$ cat config.mk
export PLATFORM = sky130hd
export DESIGN_NAME = wsw_ctrl
export DESIGN_NICKNAME = d
export VERILOG_FILES = /design/src/wsw_pkg.sv /design/src/wsw_ctrl.sv
export SDC_FILE = /design/constraint.sdc
export NUM_CORES = 1
export LEC_CHECK = 0
export BUFFER_PORTS_ARGS = -buffer_cell sky130_fd_sc_hd__buf_2
export CAP_MARGIN = 20
export CORE_ASPECT_RATIO = 0.9
export CORE_UTILIZATION = 51
export CTS_CLUSTER_SIZE = 12
export DETAILED_ROUTE_END_ITERATION = 10
export GPL_TIMING_DRIVEN = 0
export PLACE_DENSITY_LB_ADDON = 0.2
export SYNTH_ARGS = -nofsm -noshare
export SYNTH_HDL_FRONTEND = slang
export SYNTH_SLANG_ARGS = --single-unit
export TNS_END_PERCENT = 100
$ cat constraint.sdc
create_clock -name mclk_in -period 5.8 [get_ports mclk_in]
set_input_delay 0.29 -clock mclk_in [delete_from_list [all_inputs] [get_ports mclk_in]]
set_output_delay 0.29 -clock mclk_in [all_outputs]
set_load 0.005 [all_outputs]
$ cat src/wsw_pkg.sv
/*
 * Package for the watchdog, sleep and wake-up control block: register
 * offsets, field positions, reset values and timing counts.
 * Assumes a single 50 MHz system clock and an APB register port.
 */
package wsw_pkg;

    // ==========================================================
    // register map: option and config by word index, byte address is four times the index; status, control and counter by byte address
    // ==========================================================
    localparam logic [13:0] OPTION_IDX      = 14'h0081;
    localparam logic [13:0] CONFIG_IDX      = 14'h2007;
    localparam logic [15:0] OPTION_OFS      = {OPTION_IDX, 2'h0};
    localparam logic [15:0] CONFIG_OFS      = {CONFIG_IDX, 2'h0};
    localparam logic [15:0] STATUS_OFS      = 16'h8020;
    localparam logic [15:0] CONTROL_OFS     = 16'h8024;
    localparam logic [15:0] COUNTER_OFS     = 16'h8028;

    // ==========================================================
    // field positions
    // ==========================================================
    localparam int PSA_BIT       = 3;
    localparam int RATIO_LSB     = 0;
    localparam int WDTEN_BIT     = 2;
    localparam int PD_BIT        = 3;
    localparam int TO_BIT        = 4;
    localparam int CAUSE_WDR_BIT = 0;
    localparam int SLEEPING_BIT  = 1;

    // ==========================================================
    // reset values
    // ==========================================================
    localparam logic [7:0] OPTION_RST = 8'hFF;
    localparam logic [7:0] CONFIG_RST = 8'hFF;

    // ==========================================================
    // timing
    // ==========================================================
    localparam int  CLK_HZ          = 50_000_000;
    localparam int  WDT_BASE_US     = 18_000;
    localparam int  WDT_BASE_CYCLES = CLK_HZ / 1_000_000 * WDT_BASE_US;
    localparam int  RC_DIV          = 16;
    localparam logic [15:0] IRQ_VECTOR = 16'h0004;

    // ==========================================================
    // types
    // ==========================================================
    typedef struct packed {
        logic clear_wdt;
        logic sleep;
        logic irq_entry;
    } wsw_core_cmd_t;

    typedef struct packed {
        logic        wake;
        logic        wake_vector;
        logic        wdt_reset;
        logic [15:0] vector;
    } wsw_core_rsp_t;

endpackage : wsw_pkg

$ cat src/wsw_ctrl.sv
/*
 * Watchdog with shared postscaler, sleep entry and wake-up control.
 * Assumes the core pulses one-cycle commands on mclk_in and honours
 * the wake, vector and reset answers; pins sampled outside are held.
 */
// Chosen here: register access over APB.
module wsw_ctrl #(
    parameter int WDT_CYCLES = wsw_pkg::WDT_BASE_CYCLES,
    parameter int NUM_SRC    = 8,
    parameter int PIN_W      = 8
) (
    // clock and reset
    input  wire logic                  mclk_in,
    input  wire logic                  rst_in,
    input  wire logic                  master_clear_pin_in,
    // apb slave
    input  wire logic                  psel_in,
    input  wire logic                  penable_in,
    input  wire logic                  pwrite_in,
    input  wire logic [15:0]           paddr_in,
    input  wire logic [31:0]           pwdata_in,
    output logic      [31:0]           prdata_out,
    output logic                       pready_out,
    output logic                       pslverr_out,
    // core commands and answers
    input  wsw_pkg::wsw_core_cmd_t     cmd_in,
    input  wire logic [15:0]           pc_in,
    input  wire logic                  global_irq_enable_in,
    input  wire logic [NUM_SRC-1:0]    irq_flag_in,
    input  wire logic [NUM_SRC-1:0]    irq_enable_in,
    output wsw_pkg::wsw_core_rsp_t     rsp_out,
    output logic      [15:0]           prefetch_pc_out,
    output logic      [15:0]           stack_push_out,
    output logic                       stack_push_en_out,
    // power and pins
    output logic                       osc_driver_en_out,
    input  wire logic [PIN_W-1:0]      pin_out_in,
    input  wire logic [PIN_W-1:0]      pin_oe_in,
    output logic      [PIN_W-1:0]      pin_out_out,
    output logic      [PIN_W-1:0]      pin_oe_out
);

    // ==========================================================
    // registers and state
    // ==========================================================
    logic [7:0]  option_control_r;
    logic [7:0]  configuration_fuses_r;
    logic        timeout_flag_r;
    logic        powerdown_flag_r;
    logic        cause_wdr_r;
    logic        sleeping_r;
    logic [31:0] watchdog_counter_r;
    logic [7:0]  postscale_r;
    logic [3:0]  rc_div_r;
    logic        rc_tick;
    logic        expire;
    logic        wdt_on;
    logic        irq_pend;
    logic [2:0]  master_clear_pin_sync_r;
    logic        master_clear_pin_r;
    logic        sleep_done;
    logic        apb_wr;
    logic [2:0]  ratio;

    function automatic logic [7:0] ratio_mask(input logic [2:0] r);
        ratio_mask = 8'(({1'b0, 8'h00} | 9'h001) << r) - 8'h01;
    endfunction : ratio_mask

    assign wdt_on   = configuration_fuses_r[wsw_pkg::WDTEN_BIT];
    assign irq_pend = |(irq_flag_in & irq_enable_in);
    assign ratio    = option_control_r[wsw_pkg::RATIO_LSB +: 3];
    assign apb_wr   = psel_in & penable_in & pwrite_in;
    assign sleep_done = cmd_in.sleep & ~sleeping_r & ~irq_pend;

    // ==========================================================
    // master clear pin synchroniser
    // ==========================================================
    always_ff @(posedge mclk_in or posedge rst_in)
    begin
        if (rst_in)
        begin
            master_clear_pin_sync_r <= 3'h0;
            master_clear_pin_r      <= 1'b0;
        end
        else
        begin
            master_clear_pin_sync_r <= {master_clear_pin_sync_r[1:0], master_clear_pin_in};
            if (master_clear_pin_sync_r[2] == master_clear_pin_sync_r[1])
            begin
                master_clear_pin_r <= master_clear_pin_sync_r[2];
            end
        end
    end

    // ==========================================================
    // independent watchdog tick (never gated by sleep)
    // ==========================================================
    always_ff @(posedge mclk_in or posedge rst_in)
    begin
        if (rst_in)
        begin
            rc_div_r <= 4'h0;
        end
        else
        begin
            rc_div_r <= (rc_div_r == 4'(wsw_pkg::RC_DIV - 1)) ? 4'h0 : rc_div_r + 4'h1;
        end
    end
    assign rc_tick = (rc_div_r == 4'h0);

    // ==========================================================
    // watchdog counter and shared postscaler
    // ==========================================================
    logic base_wrap;
    assign base_wrap = rc_tick &&
        (watchdog_counter_r >= 32'(WDT_CYCLES / wsw_pkg::RC_DIV) - 32'h1);
    // no postscale when the prescaler belongs to the timer
    assign expire = wdt_on & base_wrap &
        (~option_control_r[wsw_pkg::PSA_BIT] | ((postscale_r & ratio_mask(ratio)) ==
         ratio_mask(ratio)));

    always_ff @(posedge mclk_in or posedge rst_in)
    begin
        if (rst_in)
        begin
            watchdog_counter_r <= 32'h0;
            postscale_r        <= 8'h00;
        end
        else if (cmd_in.clear_wdt || sleep_done || expire || master_clear_pin_r)
        begin
            watchdog_counter_r <= 32'h0;
            if (option_control_r[wsw_pkg::PSA_BIT] || expire)
            begin
                postscale_r <= 8'h00;
            end
        end
        else if (wdt_on && rc_tick)
        begin
            if (base_wrap)
            begin
                watchdog_counter_r <= 32'h0;
                postscale_r        <= postscale_r + 8'h01;
            end
            else
            begin
                watchdog_counter_r <= watchdog_counter_r + 32'h1;
            end
        end
    end

    // ==========================================================
    // sleep state, flags and wake-up
    // ==========================================================
    always_ff @(posedge mclk_in or posedge rst_in)
    begin
        if (rst_in)
        begin
            sleeping_r       <= 1'b0;
            timeout_flag_r   <= 1'b1;
            powerdown_flag_r <= 1'b1;
            cause_wdr_r      <= 1'b0;
            rsp_out          <= '0;
            osc_driver_en_out <= 1'b1;
        end
        else
        begin
            rsp_out <= '0;
            if (master_clear_pin_r)
            begin
                sleeping_r        <= 1'b0;
                cause_wdr_r       <= 1'b0;
                osc_driver_en_out <= 1'b1;
            end
            else if (expire)
            begin
                timeout_flag_r <= 1'b0;
                if (sleeping_r)
                begin
                    sleeping_r        <= 1'b0;
                    osc_driver_en_out <= 1'b1;
                    rsp_out.wake      <= 1'b1;
                end
                else
                begin
                    cause_wdr_r       <= 1'b1;
                    rsp_out.wdt_reset <= 1'b1;
                end
            end
            else if (sleep_done)
            begin
                sleeping_r        <= 1'b1;
                powerdown_flag_r  <= 1'b0;
                timeout_flag_r    <= 1'b1;
                osc_driver_en_out <= 1'b0;
            end
            else if (sleeping_r && irq_pend)
            begin
                // sleep already fully taken effect before this wake
                sleeping_r          <= 1'b0;
                osc_driver_en_out   <= 1'b1;
                rsp_out.wake        <= 1'b1;
                rsp_out.wake_vector <= global_irq_enable_in;
                rsp_out.vector      <= global_irq_enable_in ? wsw_pkg::IRQ_VECTOR
                                                            : 16'h0000;
            end
        end
    end

    // ==========================================================
    // prefetch and interrupt entry stack push
    // ==========================================================
    always_ff @(posedge mclk_in or posedge rst_in)
    begin
        if (rst_in)
        begin
            prefetch_pc_out   <= 16'h0000;
            stack_push_out    <= 16'h0000;
            stack_push_en_out <= 1'b0;
        end
        else
        begin
            if (cmd_in.sleep)
            begin
                prefetch_pc_out <= pc_in + 16'h0001;
            end
            stack_push_en_out <= cmd_in.irq_entry;
            if (cmd_in.irq_entry)
            begin
                stack_push_out <= pc_in;
            end
        end
    end

    // ==========================================================
    // pin hold while asleep
    // ==========================================================
    always_ff @(posedge mclk_in or posedge rst_in)
    begin
        if (rst_in)
        begin
            pin_out_out <= '0;
            pin_oe_out  <= '0;
        end
        else if (!sleeping_r)
        begin
            pin_out_out <= pin_out_in;
            pin_oe_out  <= pin_oe_in;
        end
    end

    // ==========================================================
    // apb slave, zero wait states
    // ==========================================================
    always_ff @(posedge mclk_in or posedge rst_in)
    begin
        if (rst_in)
        begin
            option_control_r      <= wsw_pkg::OPTION_RST;
            configuration_fuses_r <= wsw_pkg::CONFIG_RST;
        end
        else if (apb_wr)
        begin
            unique case (paddr_in)
                wsw_pkg::OPTION_OFS: option_control_r <= pwdata_in[7:0];
                // every write can only clear fuses; a fuse cleared stays cleared
                wsw_pkg::CONFIG_OFS: configuration_fuses_r <=
                    configuration_fuses_r & pwdata_in[7:0];
                default: ;
            endcase
        end
    end

    always_ff @(posedge mclk_in or posedge rst_in)
    begin
        if (rst_in)
        begin
            prdata_out  <= 32'h0;
            pready_out  <= 1'b0;
            pslverr_out <= 1'b0;
        end
        else
        begin
            pready_out  <= psel_in & ~penable_in;
            pslverr_out <= 1'b0;
            prdata_out  <= 32'h0;
            if (psel_in && !penable_in)
            begin
                unique case (paddr_in)
                    wsw_pkg::OPTION_OFS:  prdata_out <= {24'h0, option_control_r};
                    wsw_pkg::CONFIG_OFS:  prdata_out <= {24'h0, configuration_fuses_r};
                    wsw_pkg::STATUS_OFS:  prdata_out <= {27'h0, timeout_flag_r,
                                                         powerdown_flag_r, 1'b0,
                                                         sleeping_r, cause_wdr_r};
                    wsw_pkg::COUNTER_OFS: prdata_out <= watchdog_counter_r;
                    default:              pslverr_out <= 1'b1;
                endcase
            end
        end
    end

endmodule : wsw_ctrl

* After elaboration in Yosys (flattened, before gate mapping)
Index checks and enable logic that the tools add are counted.
Widths: inputs -> output; s select.
** Word-level totals
- Register bits :: 171
- Bits of input ports :: 106
- Output and inout bits :: 103
- Word-level logic and storage cells :: 120
** Operators by class
- Add/sub/neg operators :: 5
- $lt $le $gt $ge :: 1
- Equal/unequal tests :: 10
- Shift-type cells :: 1
- Mux-type cells :: 38
- Bitwise gates (word level) :: 17
- Reduce and logical (&&, ||, !) cells :: 24
** Operator list (number)
- $mux 32 :: 4
- $pmux 32 s4 :: 1
- $eq 16x16->1 const B :: 3
- $add 32x1->32 const B :: 1
- $ge 32x16->1 const B :: 1
- $mux 8 :: 4
- $and 8x8->8 :: 3
- $mux 1 :: 21
- $mux 19 :: 1
- $add 16x1->16 const B :: 1
- $eq 16x10->1 const B :: 1
- $mux 3 :: 4
- $reduce_and 2->1 :: 5
- $add 8x1->8 const B :: 1
- $eq 8x8->1 :: 1
- $reduce_bool 2->1 :: 4
- $reduce_or 8->1 :: 1
- $shl 1x3->8 const A :: 1
- $sub 8x1->8 const B :: 1
- $and 1x1->1 :: 7
- $not 1->1 :: 6
- $reduce_and 3->1 :: 2
- $add 4x1->4 const B :: 1
- $eq 4x4->1 const B :: 1
- 12 further kinds :: 20

* Longest topological paths before layout
- Depth in word-level cells :: 10
- Depth in mapped cells :: 9
- Depth with buffers taken out :: 8

* Least setup slack after synthesis
No wires, ideal clock.
- Kind :: input -> register
- Start point :: in paddr_in[7]
- End point :: reg option_control_r[0]
- Library setup time :: 0.082 ns
- Arrival time :: 1.837 ns
- Required time :: 5.718 ns
- Path slack :: 3.881 ns
- Cell stages on the path :: 6
- Buffers on the path :: 1
- Cells stage by stage :: nor4_1 -> nand3_1 -> nor3_2 -> and4_1 -> buf_4 -> mux2_2
** On the way
- Word-level cells in the longest chain between the ends :: 2
** RTL lines
- start, declared :: RTL line wsw_ctrl.sv:20 : input wire logic [15:0] paddr_in,
- $eq 16x10->1 :: RTL line wsw_ctrl.sv:263 : unique case (paddr_in)
- $reduce_and 2->1 (no line)
- end signal, assigned :: RTL line wsw_ctrl.sv:258 : option_control_r <= wsw_pkg::OPTION_RST;
- end signal, assigned :: RTL line wsw_ctrl.sv:264 : wsw_pkg::OPTION_OFS: option_control_r <= pwdata_in[7:0];
- end, declared :: RTL line wsw_ctrl.sv:46 : logic [7:0] option_control_r;
Every way passes these cells.
A chain may end at the register's enable or synchronous reset.

* Worst setup path after layout
- Start point :: reg watchdog_counter_r[21]
- End point :: reg watchdog_counter_r[15]
** On the way
- Word-level cells in the longest chain between the ends :: 7
- Elaborated cells between the ends (all ways) :: 10
- Classes of those cells :: order compare: 1; mux: 3; bitwise: 2; reduce/logical: 4
** RTL lines
- start, declared :: RTL line wsw_ctrl.sv:52 : logic [31:0] watchdog_counter_r;
- start signal, assigned :: RTL line wsw_ctrl.sv:146 : watchdog_counter_r <= watchdog_counter_r + 32'h1;
- $ge 32x16->1 (*) :: RTL line wsw_ctrl.sv:116 : (watchdog_counter_r >= 32'(WDT_CYCLES / wsw_pkg::RC_DIV) - 32'h1);
- $logic_and 1x1->1 (*) :: RTL line wsw_ctrl.sv:115 : assign base_wrap = rc_tick &&
- $and 1x1->1 (2 in a row) :: RTL line wsw_ctrl.sv:118 : assign expire = wdt_on & base_wrap &
- $logic_or 1x1->1 (2 in a row) :: RTL line wsw_ctrl.sv:129 : else if (cmd_in.clear_wdt || sleep_done || expire || master_clear_pin_r)
- $mux 32 / $reduce_bool 2->1 (equally long branches)
Mark *: on every way between the ends. The rest lies on a longest branch, timed or not. The select of a mux whose other input is x is not followed.

==> results.toml <==
[floorplanning]
num_rows = 39
ioPinCount = 209
die_x_um = 123
core_um2 = 12800
start_util_pct = 52.9
dieArea_um2 = 13700
dieHeight_um = 111

[setup_path]
start_kind = "flop"
slowest_stage = "o21ai_1"
slowest_delay_ns = 0.47
cp_num_cells = 7
critical-path-top-delay-family = "compound AO/OA/AOI/OAI gates"
reg2reg_depth = 7
cp_max_fo = 10
cp-end-kind = "flop"
path_class = "reg -> reg"
critical_path.cell_chain = "nor4_1 -> o211ai_1 -> a311o_1 -> o21ai_1 -> nand2_1 -> clkbuf_1 -> nor2_1"
critPathRequiredTime_ns = 6.14
cp.buffers_inverters = 1
crit_arrival_ns = 3.02

[power]
powerDensity_nw_per_um2 = 282
power_uw = 2390
ir_drop_v = 0.000223
leakagePower_uw = 0.00405

[yosys]
synthFlopType = "dfrtp_1"
yosys_register_bits = 154
ys_seq_area_share_pct = 57.4
ys_types = 54
synth_edf_count = 0
async_flop_share_pct = 100
yosys_warnings = 0
netlist_area_um2 = 6760
synth.avg_cell_area_um2 = 11.3
syn-instance-count = 597

[clock_tree]
root_buffer = "clkbuf_16"
clk_pin_slew_ns = 0.06
cts_tree = "done"
cts_num_sinks = 154
clock_latency_ns = 0.42
h-tree-depth = 4
numCtsBuffers = 17
clockBufferDepth = 2

[global_routing]
grt.met1_usage_pct = 35.0
grt.total_usage_pct = 24.8
use_met2_pct = 37.3
antenna_found_initial = 0
grt-ovfl-total = 0
grt_pass1_vias = 5308
globalRouteMet3Util_pct = 6.89
grt_max_degree = 95
grt_pass1_wl_um = 26200
busiest_layer = "met2"

[final_layout]
drive_gt1_share_pct = 35.5
final_cell_mix = "168 x buf_2, 135 x dfrtp_1, 61 x nor2_1"
fin_area_um2 = 8500
fillers = 997
area_growth_syn_to_layout_pct = 25.7
fin_nets = 914
regArea_um2 = 3880
final_common_cell = "buf_2"
multi_input_area_um2 = 2670
num_antenna_cells = 0

[drt]
dr_total_vias = 5472
drt-total-wl_um = 16000
ant_nets = 0
wl_per_cell_um = 16.4
detail_route.vias_per_cell = 5.60
drc = 0
drtIter0Drc = 407
drt_pass1_iterations = 6

[placement]
port_buffers = 167
gp_congestion = 0.869
dp_slack_ns = 3.16
post-dp-hpwl_um = 11500
place_area_um2 = 7890

[outcome]
outcome = "finished clean"

[timing]
setup_viol = 0
max-slew-margin-rel_pct = 40.2
finalWorstSetupSlack_ns = 3.12
finalCritPeriodShare_pct = 46.2
rsz0062_at_grt = "no"
period_needed_ns = 2.68
maxSlewViolCount = 0
tightestPinTransition_ns = 0.888
clock.fmax_mhz = 373
hold_violations = 0
fin_skew_ns = 0.00628

[worst_hold_path]
worstHoldPathType = "in -> async"

[flow_run]
drv_cap = 0
==> synthesized netlist by cell type, types with 4 or more instances <==
library cell / count / share of area, %
dfrtp_1: 135 / 50
nor2_1: 61 / 3.4
mux2_2: 43 / 7.2
and3_1: 36 / 3.3
a21oi_1: 31 / 2.3
nand3_1: 23 / 1.7
nand2_1: 20 / 1.1
dfstp_2: 19 / 7.4
buf_4: 17 / 1.9
clkbuf_1: 17 / 0.94
a31oi_1: 14 / 1.3
inv_1: 14 / 0.78
o21ai_0: 13 / 0.96
xor2_1: 12 / 1.6
and2_1: 11 / 1.0
nand4_1: 11 / 1.0
o21a_1: 10 / 1.1
xnor2_1: 10 / 1.3
a222oi_1: 8 / 1.2
nor4_1: 8 / 0.74
ha_1: 7 / 1.3
nand2b_1: 7 / 0.65
a32oi_1: 5 / 0.65
and4_1: 5 / 0.65
nor2b_1: 5 / 0.46
nor3_1: 5 / 0.37
a22oi_1: 4 / 0.44
a41oi_1: 4 / 0.52
buf_1: 4 / 0.22
o31ai_1: 4 / 0.44
==> repair_timing <==
action | 4_1_cts | 5_1_grt
hold buffers | 2 | 0
buffers inserted | 0 | 0
hold endpoints to repair | 2 | 0
resized for setup | 0 | 0
==> worst paths after layout <==
| check | startpoint | endpoint | slack (ns) |
|---|---|---|---|
| max | watchdog_counter_r[21] | watchdog_counter_r[15] | 3.12 |
| min reg2reg | master_clear_pin_sync_r[0] | master_clear_pin_sync_r[1] | 0.38 |
| max in group asynchronous | rst_in | powerdown_flag_r | 4.92 |
| max reg2reg | watchdog_counter_r[21] | watchdog_counter_r[15] | 3.12 |
| min in group mclk_in | penable_in | pslverr_out | 0.09 |
| min | rst_in | pslverr_out | 0.05 |
==> sequential cells by signal (all words and copies together), names as in the netlist, 3 cells and up <==
name,cells
configuration_fuses_r,8
master_clear_pin_sync_r,3
option_control_r,8
pin_oe_out,8
pin_out_out,8
postscale_r,7
prdata_out,32
prefetch_pc_out,16
rc_div_r,4
rsp_out,3
stack_push_out,16
watchdog_counter_r,32
==> metrics by stage <==
stage	cells	util [%]	TNS [ns]	hold WS [ns]
after global placement	942	61.4	-17.80	0.338
after CTS	977	66.4	0	0.0727
after global routing	978	66.5	0	0.0633
final	978	66.5	0	0.0544
after detailed placement	943	61.7	0	0.349
after floorplan	611	-	0	0.321
==> logic make-up (layout without fill, tap and decap cells) <==
kind of cell,Yosys count,in the layout,share of synthesized area (%)
adders and majority gates,8,8,1.44
other,1,15,0.0555
and+or+nand+nor,206,206,16.3
xor gates and xnor gates,22,22,2.85
muxes,43,43,7.16
AOI/OAI and AO/OA,109,109,10.8
DFF,154,154,57.4
buffers and inverters,54,257,3.98
==> worst reg2reg max path, delay by kind of cell, from the launching register on <==
family	cells	cell delay, ns
flip-flops	1	0.42
AND/OR/NAND/NOR	3	0.89
buffers and inverters	1	0.31
AO/OA/AOI/OAI	3	0.99
==> where the power goes <==
| part | switching (uW) | internal (uW) |
|---|---|---|
| sequential | 18.3 | 1110 |
| combinational | 100 | 84.5 |
| clock | 455 | 623 |
==> cell type report <==
class | count | share of cell area (%)
Multi-Input combinational cell | 403 | 31.4
Timing Repair Buffer | 171 | 10.5
Sequential cell | 154 | 45.6
Clock buffer | 19 | 5.33
Inverter | 14 | 0.677
Buffer | 40 | 2.55
Clock inverter | 13 | 1.55
Tap cell | 164 | 2.41
==> routing by layer <==
layer | vias up | share of wire, %
met2 | 246 | 46
li1 | 2533 | -
met4 | 0 | 0.74
met5 | - | 0
met3 | 12 | 7.8
met1 | 2681 | 45
(Power assumes the default switching activity.)
